--- config.mk ---
export PLATFORM = sky130hd
export DESIGN_NAME = adc_dual_trigger_sequencer
export DESIGN_NICKNAME = d
export VERILOG_FILES = /design/src/common/adc_seq_pkg.sv /design/src/verilog/adc_dual_trigger_sequencer.sv
export SDC_FILE = /design/constraint.sdc
export NUM_CORES = 1
export LEC_CHECK = 0
export ABC_CLOCK_PERIOD_IN_PS = 5100
export BUFFER_PORTS_ARGS = -buffer_cell sky130_fd_sc_hd__buf_2
export CELL_PAD_IN_SITES_DETAIL_PLACEMENT = 2
export CELL_PAD_IN_SITES_GLOBAL_PLACEMENT = 2
export CORE_MARGIN = 4
export CORE_UTILIZATION = 41
export CTS_CLUSTER_DIAMETER = 120
export DETAILED_ROUTE_END_ITERATION = 7
export GPL_TIMING_DRIVEN = 1
export PLACE_DENSITY = 0.92
export SKIP_CTS_REPAIR_TIMING = 1
export SLEW_MARGIN = 20
export SYNTH_ARGS = -nofsm -noshare
export SYNTH_HDL_FRONTEND = slang
export SYNTH_SLANG_ARGS = --single-unit
--- constraint.sdc ---
create_clock -name clk -period 5.1 [get_ports clk]
set_input_delay 0.51 -clock clk [delete_from_list [all_inputs] [get_ports clk]]
set_output_delay 0.51 -clock clk [all_outputs]
set_load 0.005 [all_outputs]
--- src/common/adc_seq_pkg.sv ---
// constants for the dual-trigger converter sequencer: register offsets,
// field positions, reset values and state encoding.
// assumes an 8-bit register port with a 5-bit word address.
package adc_seq_pkg;

    localparam int ADDR_W = 5;
    localparam int DATA_W = 8;

    // register offsets
    localparam logic [4:0] OFF_CTRL0    = 5'h00;
    localparam logic [4:0] OFF_CTRL1    = 5'h01;
    localparam logic [4:0] OFF_CTRL2    = 5'h02;
    localparam logic [4:0] OFF_DELAY    = 5'h03;
    localparam logic [4:0] OFF_SLOTG1   = 5'h04;
    localparam logic [4:0] OFF_SLOTG2   = 5'h05;
    localparam logic [4:0] OFF_IRQFLAG  = 5'h06;
    localparam logic [4:0] OFF_SRES_HI  = 5'h07;
    localparam logic [4:0] OFF_SRES_LO  = 5'h08;
    localparam logic [4:0] OFF_SCAN_RES = 5'h09;  // slot n: high at +2n, low at +2n+1

    // converter_control_0 fields
    localparam int C0_START   = 7;
    localparam int C0_BUSY    = 6;
    localparam int C0_PWROFF  = 5;
    localparam int C0_FORMAT  = 4;
    localparam int C0_CHAN_LO = 0;
    // converter_control_1 fields
    localparam int C1_SCAN_EN = 7;
    localparam int C1_SRC_SEL = 6;
    localparam int C1_DIV_LO  = 0;
    // converter_control_2 fields
    localparam int C2_RES_SEL = 7;
    localparam int C2_DONE    = 6;
    localparam int C2_INVALID = 5;
    localparam int C2_DUTY_LO = 2;
    localparam int C2_CNT_LO  = 0;
    // irq flag register fields
    localparam int IRQ_SINGLE = 0;
    localparam int IRQ_SCAN   = 1;

    // reset values
    localparam logic [7:0] RST_CTRL0 = 8'h20;  // converter powered off
    localparam logic [7:0] RST_CTRL1 = 8'h00;
    localparam logic [7:0] RST_CTRL2 = 8'h00;
    localparam logic [7:0] RST_DELAY = 8'h00;
    localparam logic [7:0] RST_SLOTG = 8'h00;

    // scan geometry and converter widths
    localparam int SLOTS     = 4;
    localparam int CONV_W    = 12;
    localparam logic [2:0] DIV_UNDEF = 3'h7;
    localparam logic [11:0] FULL12 = 12'hFFF;
    localparam logic [11:0] FULL10 = 12'h3FF;

    typedef enum logic [1:0] {
        ST_IDLE,
        ST_SOFT_CONV,
        ST_SCAN_DELAY,
        ST_SCAN_CONV
    } seq_state_type;

endpackage : adc_seq_pkg

--- src/verilog/adc_dual_trigger_sequencer.sv ---
// control logic for a 10/12-bit converter with a software single-channel
// start and a pwm-triggered, delay-gated auto-scan of up to four channels.
// assumes the analog core accepts one start pulse per conversion, stays on
// the selected channel until it answers with a one-cycle done pulse, and
// runs from the clock tick this block makes. pwm trigger inputs are
// synchronous to clk.
//
// Chosen here: strobed register access and the placing of the registers.
`timescale 1ns/10ps

// What this block does
// - software start converts the channel in the single-channel select field
// - auto-scan converts slot channels, count set by scan-count select, max four
// - scan trigger pre-empts a running software conversion, abandoning it
// - pre-empted software conversion sets the result-invalid flag
// - scan entry switches to slot 0 channel then waits trigger delay
// - trigger delay only precedes the first scan channel
// - after each slot go to next; after last return to single channel
// - each slot result lands in its own high and low result registers
// - last scan channel done sets scan-done flag and scan irq request
// - abandoned software conversion never restarts without a new start pulse
// - power-off shuts the converter down and blocks all conversions
// - 12-bit full scale is FFF with 4096 steps; 10-bit has 1024
// - divider codes 000..110 give clk/1..clk/64; 111 undefined, no tick
// - trigger delay equals delay register value times clock period
// - scan trigger from pwm period or a selected pwm duty interrupt
// - busy high during software conversion, cleared at end, single irq raised
module adc_dual_trigger_sequencer (
    input  wire logic        clk,           // 20 MHz system clock
    input  wire logic        sys_rst,       // synchronous reset, active high
    input  wire logic [4:0]  regAddr,       // register word address
    input  wire logic [7:0]  regWrData,     // register write data
    input  wire logic        regWrite,      // write strobe
    input  wire logic        regRead,       // read strobe
    output logic      [7:0]  regRdData,     // read data, cycle after strobe
    input  wire logic        pwmPeriodIrq,  // pwm period event
    input  wire logic [3:0]  pwmDutyIrq,    // pwm duty events
    output logic             convStart,     // start one conversion, pulse
    output logic             convAbort,     // drop the running conversion, pulse
    output logic      [3:0]  convChannel,   // channel routed to the converter
    output logic             convPowerOff,  // converter circuitry shut down
    output logic             convRes10,     // 10-bit resolution when high
    output logic             convClkTick,   // divided converter clock tick
    input  wire logic        convDone,      // conversion finished, pulse
    input  wire logic [11:0] convData,      // conversion result with convDone
    output logic             singleIrqReq,  // single_irq_request level
    output logic             scanIrqReq     // scan_irq_request level
);

    // software-visible control
    logic [7:0]  ctrl0_q;
    logic [7:0]  ctrl1_q;
    logic [7:0]  ctrl2_q;
    logic [7:0]  delay_q;
    logic [7:0]  slotG1_q;
    logic [7:0]  slotG2_q;
    logic        busy_q;
    logic        scanDone_q;
    logic        invalid_q;
    logic        singleIrq_q;
    logic        scanIrq_q;
    logic [7:0]  singleHi_q;
    logic [7:0]  singleLo_q;
    logic [7:0]  scanHi_q [adc_seq_pkg::SLOTS];
    logic [7:0]  scanLo_q [adc_seq_pkg::SLOTS];
    logic [7:0]  rdData_q;

    // sequencer
    adc_seq_pkg::seq_state_type state_q;
    logic [1:0]  slotIdx_q;
    logic [7:0]  delayCnt_q;
    logic        startPrev_q;
    logic        trigPrev_q;
    logic        convStart_q;
    logic        convAbort_q;
    logic [5:0]  divCnt_q;

    // decoded fields
    logic        powerOff;
    logic        fmtRight;
    logic [3:0]  singleChan;
    logic        scanEnable;
    logic        srcDuty;
    logic [2:0]  divCode;
    logic        res10;
    logic [1:0]  dutySel;
    logic [1:0]  lastSlot;
    logic [3:0]  slotChan [adc_seq_pkg::SLOTS];

    // events
    logic        trigLevel;
    logic        scanTrig;
    logic        softStart;
    logic        wrCtrl0;
    logic        wrCtrl2;
    logic        wrIrq;
    logic [15:0] resultWord;

    assign powerOff   = ctrl0_q[adc_seq_pkg::C0_PWROFF];
    assign fmtRight   = ctrl0_q[adc_seq_pkg::C0_FORMAT];
    assign singleChan = ctrl0_q[adc_seq_pkg::C0_CHAN_LO +: 4];
    assign scanEnable = ctrl1_q[adc_seq_pkg::C1_SCAN_EN];
    assign srcDuty    = ctrl1_q[adc_seq_pkg::C1_SRC_SEL];
    assign divCode    = ctrl1_q[adc_seq_pkg::C1_DIV_LO +: 3];
    assign res10      = ctrl2_q[adc_seq_pkg::C2_RES_SEL];
    assign dutySel    = ctrl2_q[adc_seq_pkg::C2_DUTY_LO +: 2];
    assign lastSlot   = ctrl2_q[adc_seq_pkg::C2_CNT_LO +: 2];
    assign slotChan[0] = slotG1_q[3:0];
    assign slotChan[1] = slotG1_q[7:4];
    assign slotChan[2] = slotG2_q[3:0];
    assign slotChan[3] = slotG2_q[7:4];

    assign wrCtrl0 = regWrite && (regAddr == adc_seq_pkg::OFF_CTRL0);
    assign wrCtrl2 = regWrite && (regAddr == adc_seq_pkg::OFF_CTRL2);
    assign wrIrq   = regWrite && (regAddr == adc_seq_pkg::OFF_IRQFLAG);

    // trigger source and edge so a held level fires once
    assign trigLevel = srcDuty ? pwmDutyIrq[dutySel] : pwmPeriodIrq;
    assign scanTrig  = trigLevel && !trigPrev_q && scanEnable && !powerOff
                       && (state_q == adc_seq_pkg::ST_IDLE
                           || state_q == adc_seq_pkg::ST_SOFT_CONV);

    // start fires on the high-to-low return of the start bit
    assign softStart = startPrev_q && !ctrl0_q[adc_seq_pkg::C0_START]
                       && !powerOff && state_q == adc_seq_pkg::ST_IDLE;

    // clip to resolution and align into a high/low byte pair
    function automatic logic [15:0] formatResult(input logic [11:0] data,
                                                 input logic        ten,
                                                 input logic        right);
        logic [11:0] clipped;
        clipped = data & (ten ? adc_seq_pkg::FULL10 : adc_seq_pkg::FULL12);
        if (right) begin
            formatResult = {4'h0, clipped};
        end else if (ten) begin
            formatResult = {clipped[9:0], 6'h00};
        end else begin
            formatResult = {clipped, 4'h0};
        end
    endfunction : formatResult

    assign resultWord = formatResult(convData, res10, fmtRight);

    // outputs
    assign convStart    = convStart_q;
    assign convAbort    = convAbort_q;
    assign convPowerOff = powerOff;
    assign convRes10    = res10;
    assign singleIrqReq = singleIrq_q;
    assign scanIrqReq   = scanIrq_q;
    assign regRdData    = rdData_q;

    // channel routing: slot channel only while scanning
    always_comb begin
        if (state_q == adc_seq_pkg::ST_SCAN_DELAY || state_q == adc_seq_pkg::ST_SCAN_CONV) begin
            convChannel = slotChan[slotIdx_q];
        end else begin
            convChannel = singleChan;
        end
    end

    // converter clock divider, free running while powered
    always_ff @(posedge clk) begin
        if (sys_rst || powerOff) begin
            divCnt_q    <= 6'h00;
            convClkTick <= 1'b0;
        end else begin
            divCnt_q    <= divCnt_q + 6'h01;
            convClkTick <= (divCode != adc_seq_pkg::DIV_UNDEF)
                           && ((divCnt_q & ((6'h01 << divCode) - 6'h01))
                               == ((6'h01 << divCode) - 6'h01));
        end
    end

    // control register writes
    always_ff @(posedge clk) begin
        if (sys_rst) begin
            ctrl0_q  <= adc_seq_pkg::RST_CTRL0;
            ctrl1_q  <= adc_seq_pkg::RST_CTRL1;
            ctrl2_q  <= adc_seq_pkg::RST_CTRL2;
            delay_q  <= adc_seq_pkg::RST_DELAY;
            slotG1_q <= adc_seq_pkg::RST_SLOTG;
            slotG2_q <= adc_seq_pkg::RST_SLOTG;
        end else if (regWrite) begin
            unique case (regAddr)
                adc_seq_pkg::OFF_CTRL0:  ctrl0_q  <= regWrData;
                adc_seq_pkg::OFF_CTRL1:  ctrl1_q  <= regWrData;
                adc_seq_pkg::OFF_CTRL2:  ctrl2_q  <= regWrData;
                adc_seq_pkg::OFF_DELAY:  delay_q  <= regWrData;
                adc_seq_pkg::OFF_SLOTG1: slotG1_q <= regWrData;
                adc_seq_pkg::OFF_SLOTG2: slotG2_q <= regWrData;
                default: ;
            endcase
        end
    end

    // edge history for start bit and trigger
    always_ff @(posedge clk) begin
        if (sys_rst) begin
            startPrev_q <= 1'b0;
            trigPrev_q  <= 1'b0;
        end else begin
            startPrev_q <= ctrl0_q[adc_seq_pkg::C0_START];
            trigPrev_q  <= trigLevel;
        end
    end

    // sequencer state machine
    always_ff @(posedge clk) begin
        if (sys_rst) begin
            state_q     <= adc_seq_pkg::ST_IDLE;
            slotIdx_q   <= 2'h0;
            delayCnt_q  <= 8'h00;
            convStart_q <= 1'b0;
            convAbort_q <= 1'b0;
        end else begin
            convStart_q <= 1'b0;
            convAbort_q <= 1'b0;
            if (powerOff && state_q != adc_seq_pkg::ST_IDLE) begin
                state_q     <= adc_seq_pkg::ST_IDLE;
                convAbort_q <= 1'b1;
            end else if (scanTrig) begin
                slotIdx_q   <= 2'h0;
                convAbort_q <= (state_q == adc_seq_pkg::ST_SOFT_CONV);
                if (delay_q == 8'h00) begin
                    state_q     <= adc_seq_pkg::ST_SCAN_CONV;
                    convStart_q <= 1'b1;
                end else begin
                    state_q    <= adc_seq_pkg::ST_SCAN_DELAY;
                    delayCnt_q <= delay_q;
                end
            end else begin
                unique case (state_q)
                    adc_seq_pkg::ST_IDLE: begin
                        if (softStart) begin
                            state_q     <= adc_seq_pkg::ST_SOFT_CONV;
                            convStart_q <= 1'b1;
                        end
                    end
                    adc_seq_pkg::ST_SOFT_CONV: begin
                        if (convDone) begin
                            state_q <= adc_seq_pkg::ST_IDLE;
                        end
                    end
                    adc_seq_pkg::ST_SCAN_DELAY: begin
                        delayCnt_q <= delayCnt_q - 8'h01;
                        if (delayCnt_q == 8'h01) begin
                            state_q     <= adc_seq_pkg::ST_SCAN_CONV;
                            convStart_q <= 1'b1;
                        end
                    end
                    adc_seq_pkg::ST_SCAN_CONV: begin
                        if (convDone) begin
                            if (slotIdx_q == lastSlot) begin
                                state_q <= adc_seq_pkg::ST_IDLE;
                            end else begin
                                slotIdx_q   <= slotIdx_q + 2'h1;
                                convStart_q <= 1'b1;
                            end
                        end
                    end
                endcase
            end
        end
    end

    // busy flag follows a software conversion
    always_ff @(posedge clk) begin
        if (sys_rst) begin
            busy_q <= 1'b0;
        end else if (softStart && !scanTrig) begin
            busy_q <= 1'b1;
        end else if (state_q == adc_seq_pkg::ST_SOFT_CONV
                     && (convDone || scanTrig || powerOff)) begin
            busy_q <= 1'b0;
        end
    end

    // result-invalid: set on pre-emption, cleared by a fresh start
    always_ff @(posedge clk) begin
        if (sys_rst) begin
            invalid_q <= 1'b0;
        end else if (scanTrig && state_q == adc_seq_pkg::ST_SOFT_CONV) begin
            invalid_q <= 1'b1;
        end else if (softStart && !scanTrig) begin
            invalid_q <= 1'b0;
        end
    end

    // scan-done flag: hardware sets, software writes zero to clear, set wins
    always_ff @(posedge clk) begin
        if (sys_rst) begin
            scanDone_q <= 1'b0;
        end else if (state_q == adc_seq_pkg::ST_SCAN_CONV && convDone
                     && slotIdx_q == lastSlot && !powerOff) begin
            scanDone_q <= 1'b1;
        end else if (wrCtrl2 && !regWrData[adc_seq_pkg::C2_DONE]) begin
            scanDone_q <= 1'b0;
        end
    end

    // interrupt request flags, cleared by writing zero, set wins
    always_ff @(posedge clk) begin
        if (sys_rst) begin
            singleIrq_q <= 1'b0;
            scanIrq_q   <= 1'b0;
        end else begin
            if (state_q == adc_seq_pkg::ST_SOFT_CONV && convDone
                && !scanTrig && !powerOff) begin
                singleIrq_q <= 1'b1;
            end else if (wrIrq && !regWrData[adc_seq_pkg::IRQ_SINGLE]) begin
                singleIrq_q <= 1'b0;
            end
            if (state_q == adc_seq_pkg::ST_SCAN_CONV && convDone
                && slotIdx_q == lastSlot && !powerOff) begin
                scanIrq_q <= 1'b1;
            end else if (wrIrq && !regWrData[adc_seq_pkg::IRQ_SCAN]) begin
                scanIrq_q <= 1'b0;
            end
        end
    end

    // result capture
    always_ff @(posedge clk) begin
        if (sys_rst) begin
            singleHi_q <= 8'h00;
            singleLo_q <= 8'h00;
            for (int i = 0; i < adc_seq_pkg::SLOTS; i++) begin
                scanHi_q[i] <= 8'h00;
                scanLo_q[i] <= 8'h00;
            end
        end else if (convDone && !powerOff && !scanTrig) begin
            if (state_q == adc_seq_pkg::ST_SOFT_CONV) begin
                singleHi_q <= resultWord[15:8];
                singleLo_q <= resultWord[7:0];
            end else if (state_q == adc_seq_pkg::ST_SCAN_CONV) begin
                scanHi_q[slotIdx_q] <= resultWord[15:8];
                scanLo_q[slotIdx_q] <= resultWord[7:0];
            end
        end
    end

    // read port, data stands the cycle after the strobe
    always_ff @(posedge clk) begin
        if (sys_rst || !regRead) begin
            rdData_q <= 8'h00;
        end else begin
            unique case (regAddr)
                adc_seq_pkg::OFF_CTRL0: begin
                    rdData_q <= ctrl0_q;
                    rdData_q[adc_seq_pkg::C0_BUSY] <= busy_q;
                end
                adc_seq_pkg::OFF_CTRL1: rdData_q <= ctrl1_q;
                adc_seq_pkg::OFF_CTRL2: begin
                    rdData_q <= ctrl2_q;
                    rdData_q[adc_seq_pkg::C2_DONE]    <= scanDone_q;
                    rdData_q[adc_seq_pkg::C2_INVALID] <= invalid_q;
                end
                adc_seq_pkg::OFF_DELAY:   rdData_q <= delay_q;
                adc_seq_pkg::OFF_SLOTG1:  rdData_q <= slotG1_q;
                adc_seq_pkg::OFF_SLOTG2:  rdData_q <= slotG2_q;
                adc_seq_pkg::OFF_IRQFLAG: rdData_q <= {6'h00, scanIrq_q, singleIrq_q};
                adc_seq_pkg::OFF_SRES_HI: rdData_q <= singleHi_q;
                adc_seq_pkg::OFF_SRES_LO: rdData_q <= singleLo_q;
                5'h09:   rdData_q <= scanHi_q[0];
                5'h0A:   rdData_q <= scanLo_q[0];
                5'h0B:   rdData_q <= scanHi_q[1];
                5'h0C:   rdData_q <= scanLo_q[1];
                5'h0D:   rdData_q <= scanHi_q[2];
                5'h0E:   rdData_q <= scanLo_q[2];
                5'h0F:   rdData_q <= scanHi_q[3];
                5'h10:   rdData_q <= scanLo_q[3];
                default: rdData_q <= 8'h00;
            endcase
        end
    end

endmodule : adc_dual_trigger_sequencer
==> impl_metrics.tcl, run 1 <==
set metrics [dict create \
    status "finished, final reports clean" \
    grt_use_total_pct 28.91 \
    setup_tns_ns 0 \
    cts_buffer_depth 2 \
    crit_fanout 17 \
    synth-edff-count 64 \
    drv_cap 0 \
    finalNonFillerCells 1062 \
    highest_layer "met4" \
    synth_xor_area_share_pct 0.8933 \
    synthMuxAreaShare_pct 5.615 \
    power.leakage_nw 3.094 \
    vias 6851 \
    insertion_delay_ns 0.45 \
    route.layer.met1.wl_um 12550 \
    synth-warning-count 0 \
    start_util_pct 41.79 \
    antenna_found_initial 0 \
    yosysTopAreaCellShare_pct 24.76 \
    hold_viol_final 0 \
    critPathMaxStageDelay_ns 0.86 \
    final_antenna_net_count 0 \
    crit_required_ns 5.18 \
    async_reset_ff_share_pct 0 \
    drv_slew 0 \
    finalPower_mw 2.835 \
    dpl_cell_area_mm2 0.008150 \
    syn_nets 837 \
    diodes 0 \
    root_buffer "clkbuf_16" \
    yosys.cell_types.count 75 \
    ys_seq_area_share_pct 49.26 \
    drt_pass1_iterations 5 \
    design_area_mm2 0.008742 \
    path_cells "nand4b_1 > or3_1 > nand2_1" \
    synth-simple-area-share_pct 20.88 \
    grt-ovfl-total 0 \
    synth-compound-area-share_pct 17.90 \
    worst_setup_path_end_kind "register" \
    ir_worst_vdd_v 0.0002500 \
    die_y_um 146.3 \
    crit_slowest_cell "dfxtp_1" \
    rsz0062_at_grt "false" \
    start_kind "register" \
    dp_slack_ns 2.099 \
    crit_start "state_q[1]$_SDFFE_PP0P_" \
    slew_headroom_pct 32.35 \
    synth_seq_cells 161 \
    ys_top_cells_by_area "dfxtp_1, edfxtp_1, a21oi_1" \
    crit_type "reg2reg" \
    drive_gt1_share_pct 17.87 \
    route.met3.wl_um 2033 \
    die_area_mm2 0.02141 \
    worst_pin_slew_ns 1.014 \
    grt_pass1_wl_um 46620 \
    via_per_inst 6.451 \
    dpl.cell_count 1030 \
    final_common_cell "dfxtp_1" \
    dieWidth_um 146.3 \
    wl_per_cell_um 29.03 \
    htree_levels 4 \
    synthesis.area_mm2 0.007844 \
    drc 0 \
    power_density_mw_per_mm2 324.3 \
    fin_worst_skew_ns 0.009102 \
    cts.sinks 161 \
    synthAdderAreaFrac_pct 0.4785 \
    first_iter_violations 598 \
    final_cell_mix "dfxtp_1, nor2_1, nand2_1" \
    min_path_type "in2reg" \
    cts_tree "done" \
    postSynthAreaPerCell_um2 9.817 \
    ios 54 \
    final_util_pct 46.58 \
    fin_crit_sh_pct 61.39 \
    grt_max_degree 82 \
    wl_met2_um 15060 \
    place.gp.congestion 0.9092 \
    yosys.area.top_type "dfxtp_1" \
    portBuffers 53 \
    whs_ns 0.3024 \
    path_clk_slew_ns 0.07 \
    grt_pass1_vias 7342 \
    r2r-start "state_q[1]$_SDFFE_PP0P_" \
    nFillCells 1956 \
    syn2layout_area_growth_pct 11.45 \
    row_count 50 \
    worstHoldStart "convDone" \
    setup_slack_ns 1.969 \
    hpwl_um 21110 \
    max_freq_ghz 0.3194 \
    min_period_ns 3.131 \
    core_mm2 0.01877 \
    drt-total-wl_um 30830 \
    finalSetupViolations 0 \
    ys.flop_type "dfxtp_1" \
    synth_top_family_by_area "simple AND/OR/NAND/NOR gates" \
    crit_arrival_ns 3.21 \
    syn_inst 799 \
    cts_inserted_buffers 17 \
    final_nets 853 \
]
==> layout make-up <==
type | count | area [µm²] | share of cell area [%]
Timing Repair Buffer | 60 | 317.8 | 3.635
Clock inverter | 15 | 162.7 | 1.861
Multi-Input combinational cell | 552 | 3593 | 41.10
Clock buffer | 17 | 425.4 | 4.866
Tap cell | 234 | 292.8 | 3.349
Sequential cell | 161 | 3864 | 44.20
Inverter | 23 | 86.33 | 0.9875
==> cells in the mapped netlist, types with 10 or more instances <==
cell type and instances:
a31o_1 11, nor4_1 13, clkbuf_1 31, nor2_1 79
or2_2 11, and3_1 10, and2_1 13, edfxtp_1 64
nor3_1 17, mux2i_1 29, inv_1 23, a221oi_1 11
nand3_1 46, buf_2 24, dfxtp_1 97, a21oi_1 61
a22oi_1 32, o21ai_0 13, nand2_1 66
==> worst paths after layout <==
kind / endpoint / slack [ns] / cells past startpoint
min: busy_q$_SDFFE_PP0P_ / 0.30 / 2
max reg2reg: scanLo_q[2][0]$_SDFFCE_PN0P_ / 1.97 / 3
min reg2reg: delayCnt_q[7]$_SDFFE_PP0P_ / 0.49 / 2
max: scanLo_q[2][0]$_SDFFCE_PN0P_ / 1.97 / 3
==> registers in the layout, indices dropped and copies added, names as in the netlist, 7 cells and up <==
register,cells
ctrl0_q,7
ctrl1_q,8
delayCnt_q,8
delay_q,8
regRdData,8
scanHi_q,32
scanLo_q,32
singleHi_q,8
singleLo_q,8
slotG1_q,8
slotG2_q,8
==> cell families (layout without fill, tap and decap cells) <==
group / count (synthesis) / after routing
buffers and inverters: 86 / 115
AO/OA/AOI/OAI: 189 / 189
flip-flops: 161 / 161
adder cells (fa/ha/maj): 3 / 3
multiplexers: 38 / 38
AND/OR/NAND/NOR: 314 / 314
XOR/XNOR: 8 / 8
==> worst max-delay path, delay by kind of cell, from the launching register on <==
kind             cells  cell delay (ns)
flip-flops           1             0.86
AND/OR/NAND/NOR      3             1.88
==> metal layers <==
metal	GRT usage, %	up-vias
met5	0	-
met3	6.238	76
met1	36.13	3517
met4	12.98	0
li1	-	2971
met2	48.11	287
==> where the power goes <==
part           internal, mW  switching [mW]  total (mW)
logic                0.0366           0.101       0.138
clock network         0.698           0.621        1.32
registers              1.36          0.0179        1.38
total                  2.09           0.740        2.83
Note: power is estimated with default switching activity, not from simulation.
==> run 2: changes to the inputs <==
--- a/config.mk
+++ b/config.mk
@@ -5,16 +5,16 @@
 export SDC_FILE = /design/constraint.sdc
 export NUM_CORES = 1
 export LEC_CHECK = 0
-export ABC_CLOCK_PERIOD_IN_PS = 5100
+export ABC_CLOCK_PERIOD_IN_PS = 2670
 export BUFFER_PORTS_ARGS = -buffer_cell sky130_fd_sc_hd__buf_2
 export CELL_PAD_IN_SITES_DETAIL_PLACEMENT = 2
 export CELL_PAD_IN_SITES_GLOBAL_PLACEMENT = 2
 export CORE_MARGIN = 4
-export CORE_UTILIZATION = 41
+export CORE_UTILIZATION = 35
 export CTS_CLUSTER_DIAMETER = 120
 export DETAILED_ROUTE_END_ITERATION = 7
 export GPL_TIMING_DRIVEN = 1
-export PLACE_DENSITY = 0.92
+export PLACE_DENSITY = 0.84
 export SKIP_CTS_REPAIR_TIMING = 1
 export SLEW_MARGIN = 20
 export SYNTH_ARGS = -nofsm -noshare
==> constraint.sdc (replaced) <==
create_clock -name clk -period 2.67 [get_ports clk]
set_input_delay 0.267 -clock clk [delete_from_list [all_inputs] [get_ports clk]]
set_output_delay 0.267 -clock clk [all_outputs]
set_load 0.005 [all_outputs]
==> impl_metrics.tcl, run 2 (synthesis results as in run 1) <==
set metrics [dict create \
    status "finished, final reports clean" \
    fin_crit_sh_pct 93.55 \
    min_to "busy_q$_SDFFE_PP0P_" \
    start_kind "register" \
    final_common_cell "dfxtp_1" \
    diodes 0 \
    multi_input_area_mm2 0.003590 \
    cts_buffer_depth 2 \
    ir_worst_vdd_v 0.0004071 \
    dpl.cell_count 1099 \
    r2r-start "state_q[0]$_SDFFE_PP0P_" \
    drt-total-wl_um 31280 \
    drt_pass1_iterations 5 \
    rrSetupSlack_ns 0.35 \
    finalNonFillerCells 1131 \
    crit_slowest_cell "dfxtp_1" \
    dp_slack_ns 0.3456 \
    final_cell_mix "dfxtp_1, nor2_1, nand2_1" \
    hpwl_um 22600 \
    antenna_found_initial 0 \
    path_clk_slew_ns 0.07 \
    grt-ovfl-total 0 \
    worstHoldStart "convDone" \
    final_antenna_net_count 0 \
    start_util_pct 35.72 \
    root_buffer "clkbuf_16" \
    min_period_ns 2.498 \
    power.leakage_nw 3.215 \
    crit_arrival_ns 2.23 \
    crit_required_ns 2.40 \
    seqCellArea_mm2 0.003864 \
    power_density_mw_per_mm2 600.3 \
    finalPower_mw 5.385 \
    hold-path-cell-count 2 \
    first_iter_violations 669 \
    drv_cap 0 \
    place.gp.congestion 0.9178 \
    grt_max_degree 81 \
    grt_use_total_pct 25.14 \
    max_freq_ghz 0.4003 \
    insertion_delay_ns 0.45 \
    drv_slew 0 \
    die_area_mm2 0.02487 \
    dieWidth_um 157.7 \
    r2r_cells 4 \
    vias 6984 \
    grt_pass1_wl_um 46750 \
    hold_viol_final 0 \
    timing.rr.end "singleLo_q[6]$_SDFFE_PP0P_" \
    portBuffers 53 \
    min_path_type "in2reg" \
    drc 0 \
    drive_gt1_share_pct 19.98 \
    cts.sinks 161 \
    die_y_um 157.7 \
    slew_headroom_pct 37.93 \
    wl_per_cell_um 27.65 \
    setup_slack_ns 0.1721 \
    final_nets 876 \
    path_cells "mux4_2 > mux2_2 > buf_2" \
    top_regs "scanHi_q: 32 flops, scanLo_q: 32 flops" \
    row_count 54 \
    worst_pin_slew_ns 0.9311 \
    rsz0062_at_grt "false" \
    ios 54 \
    cts_inserted_buffers 17 \
    worst_setup_path_end_kind "output port" \
    core_mm2 0.02196 \
    setup_tns_ns 0 \
    fin_worst_skew_ns 0.01863 \
    critPathMaxStageDelay_ns 0.77 \
    syn2layout_area_growth_pct 14.37 \
    finalSetupViolations 0 \
    nFillCells 2373 \
    htree_levels 4 \
    crit_fanout 11 \
    grt_pass1_vias 7336 \
    crit_type "reg2out" \
    via_per_inst 6.175 \
    cts_tree "done" \
]
run 2: changes by cell type in the layout (fill, tap and decap cells not counted):
cell	change
o21ai_2	-1
clkinv_4	+2
inv_6	-4
clkinvlp_4	-2
buf_4	+23
o21ai_1	+1
clkinv_2	+1
inv_8	+1
clkinv_8	+3
bufinv_16	-1
run 2: stage by stage:
stage                     area [µm²]  hold slack (ns)  utilization [%]
after floorplan                 7844           0.3678                -
after global placement          8381           0.4546            38.17
after detailed placement        8381           0.4611            38.17
after CTS                       8971          0.07865            40.85
after global routing            8971          0.08807            40.85
final                           8971          0.08079            40.85
run 2: per-layer routing:
layer / up-vias / wire [µm] / track usage (%)
li1: 3017 / - / -
met1: 3604 / 12930 / 32.45
met2: 293 / 14790 / 40.84
met3: 70 / 2200 / 4.757
met4: 0 / 1363 / 11.63
met5: - / 0 / 0
run 2: where the power goes:
group / total [mW] / switching (mW) / internal (mW)
combinational: 0.271 / 0.193 / 0.0782
sequential: 2.63 / 0.0358 / 2.60
clock: 2.48 / 1.22 / 1.26
total: 5.39 / 1.45 / 3.94
run 2: critical path, delay by kind of cell, from the launching register on:
kind,cells,cell delay [ns]
muxes,2,0.89
DFF,1,0.77
buffers and inverters,1,0.14
run 2: area by class of cell:
| cell class | instances | share of cell area (%) |
|---|---|---|
| clock inverter | 15 | 1.841 |
| clock buffer | 17 | 4.742 |
| timing repair buffer | 83 | 5.467 |
| tap | 280 | 3.905 |
| inverter | 23 | 0.9623 |
| multi-input combinational | 552 | 40.01 |
| sequential | 161 | 43.07 |
run 2: worst max path at each step:
| stage | startpoint | end | slack [ns] |
|---|---|---|---|
| after global placement | regAddr[3] | regRdData[4]$_SDFF_PP0_ | 0.34 |
| after CTS | slotIdx_q[0]$_SDFFE_PP0P_ | convChannel[2] | 0.17 |
| after floorplan | slotIdx_q[0]$_SDFFE_PP0P_ | scanHi_q[0][0]$_SDFFCE_PN0P_ | 0.14 |
| final | slotIdx_q[0]$_SDFFE_PP0P_ | convChannel[2] | 0.17 |
| after global routing | slotIdx_q[0]$_SDFFE_PP0P_ | convChannel[2] | 0.14 |
| after detailed placement | regAddr[4] | regRdData[4]$_SDFF_PP0_ | 0.35 |
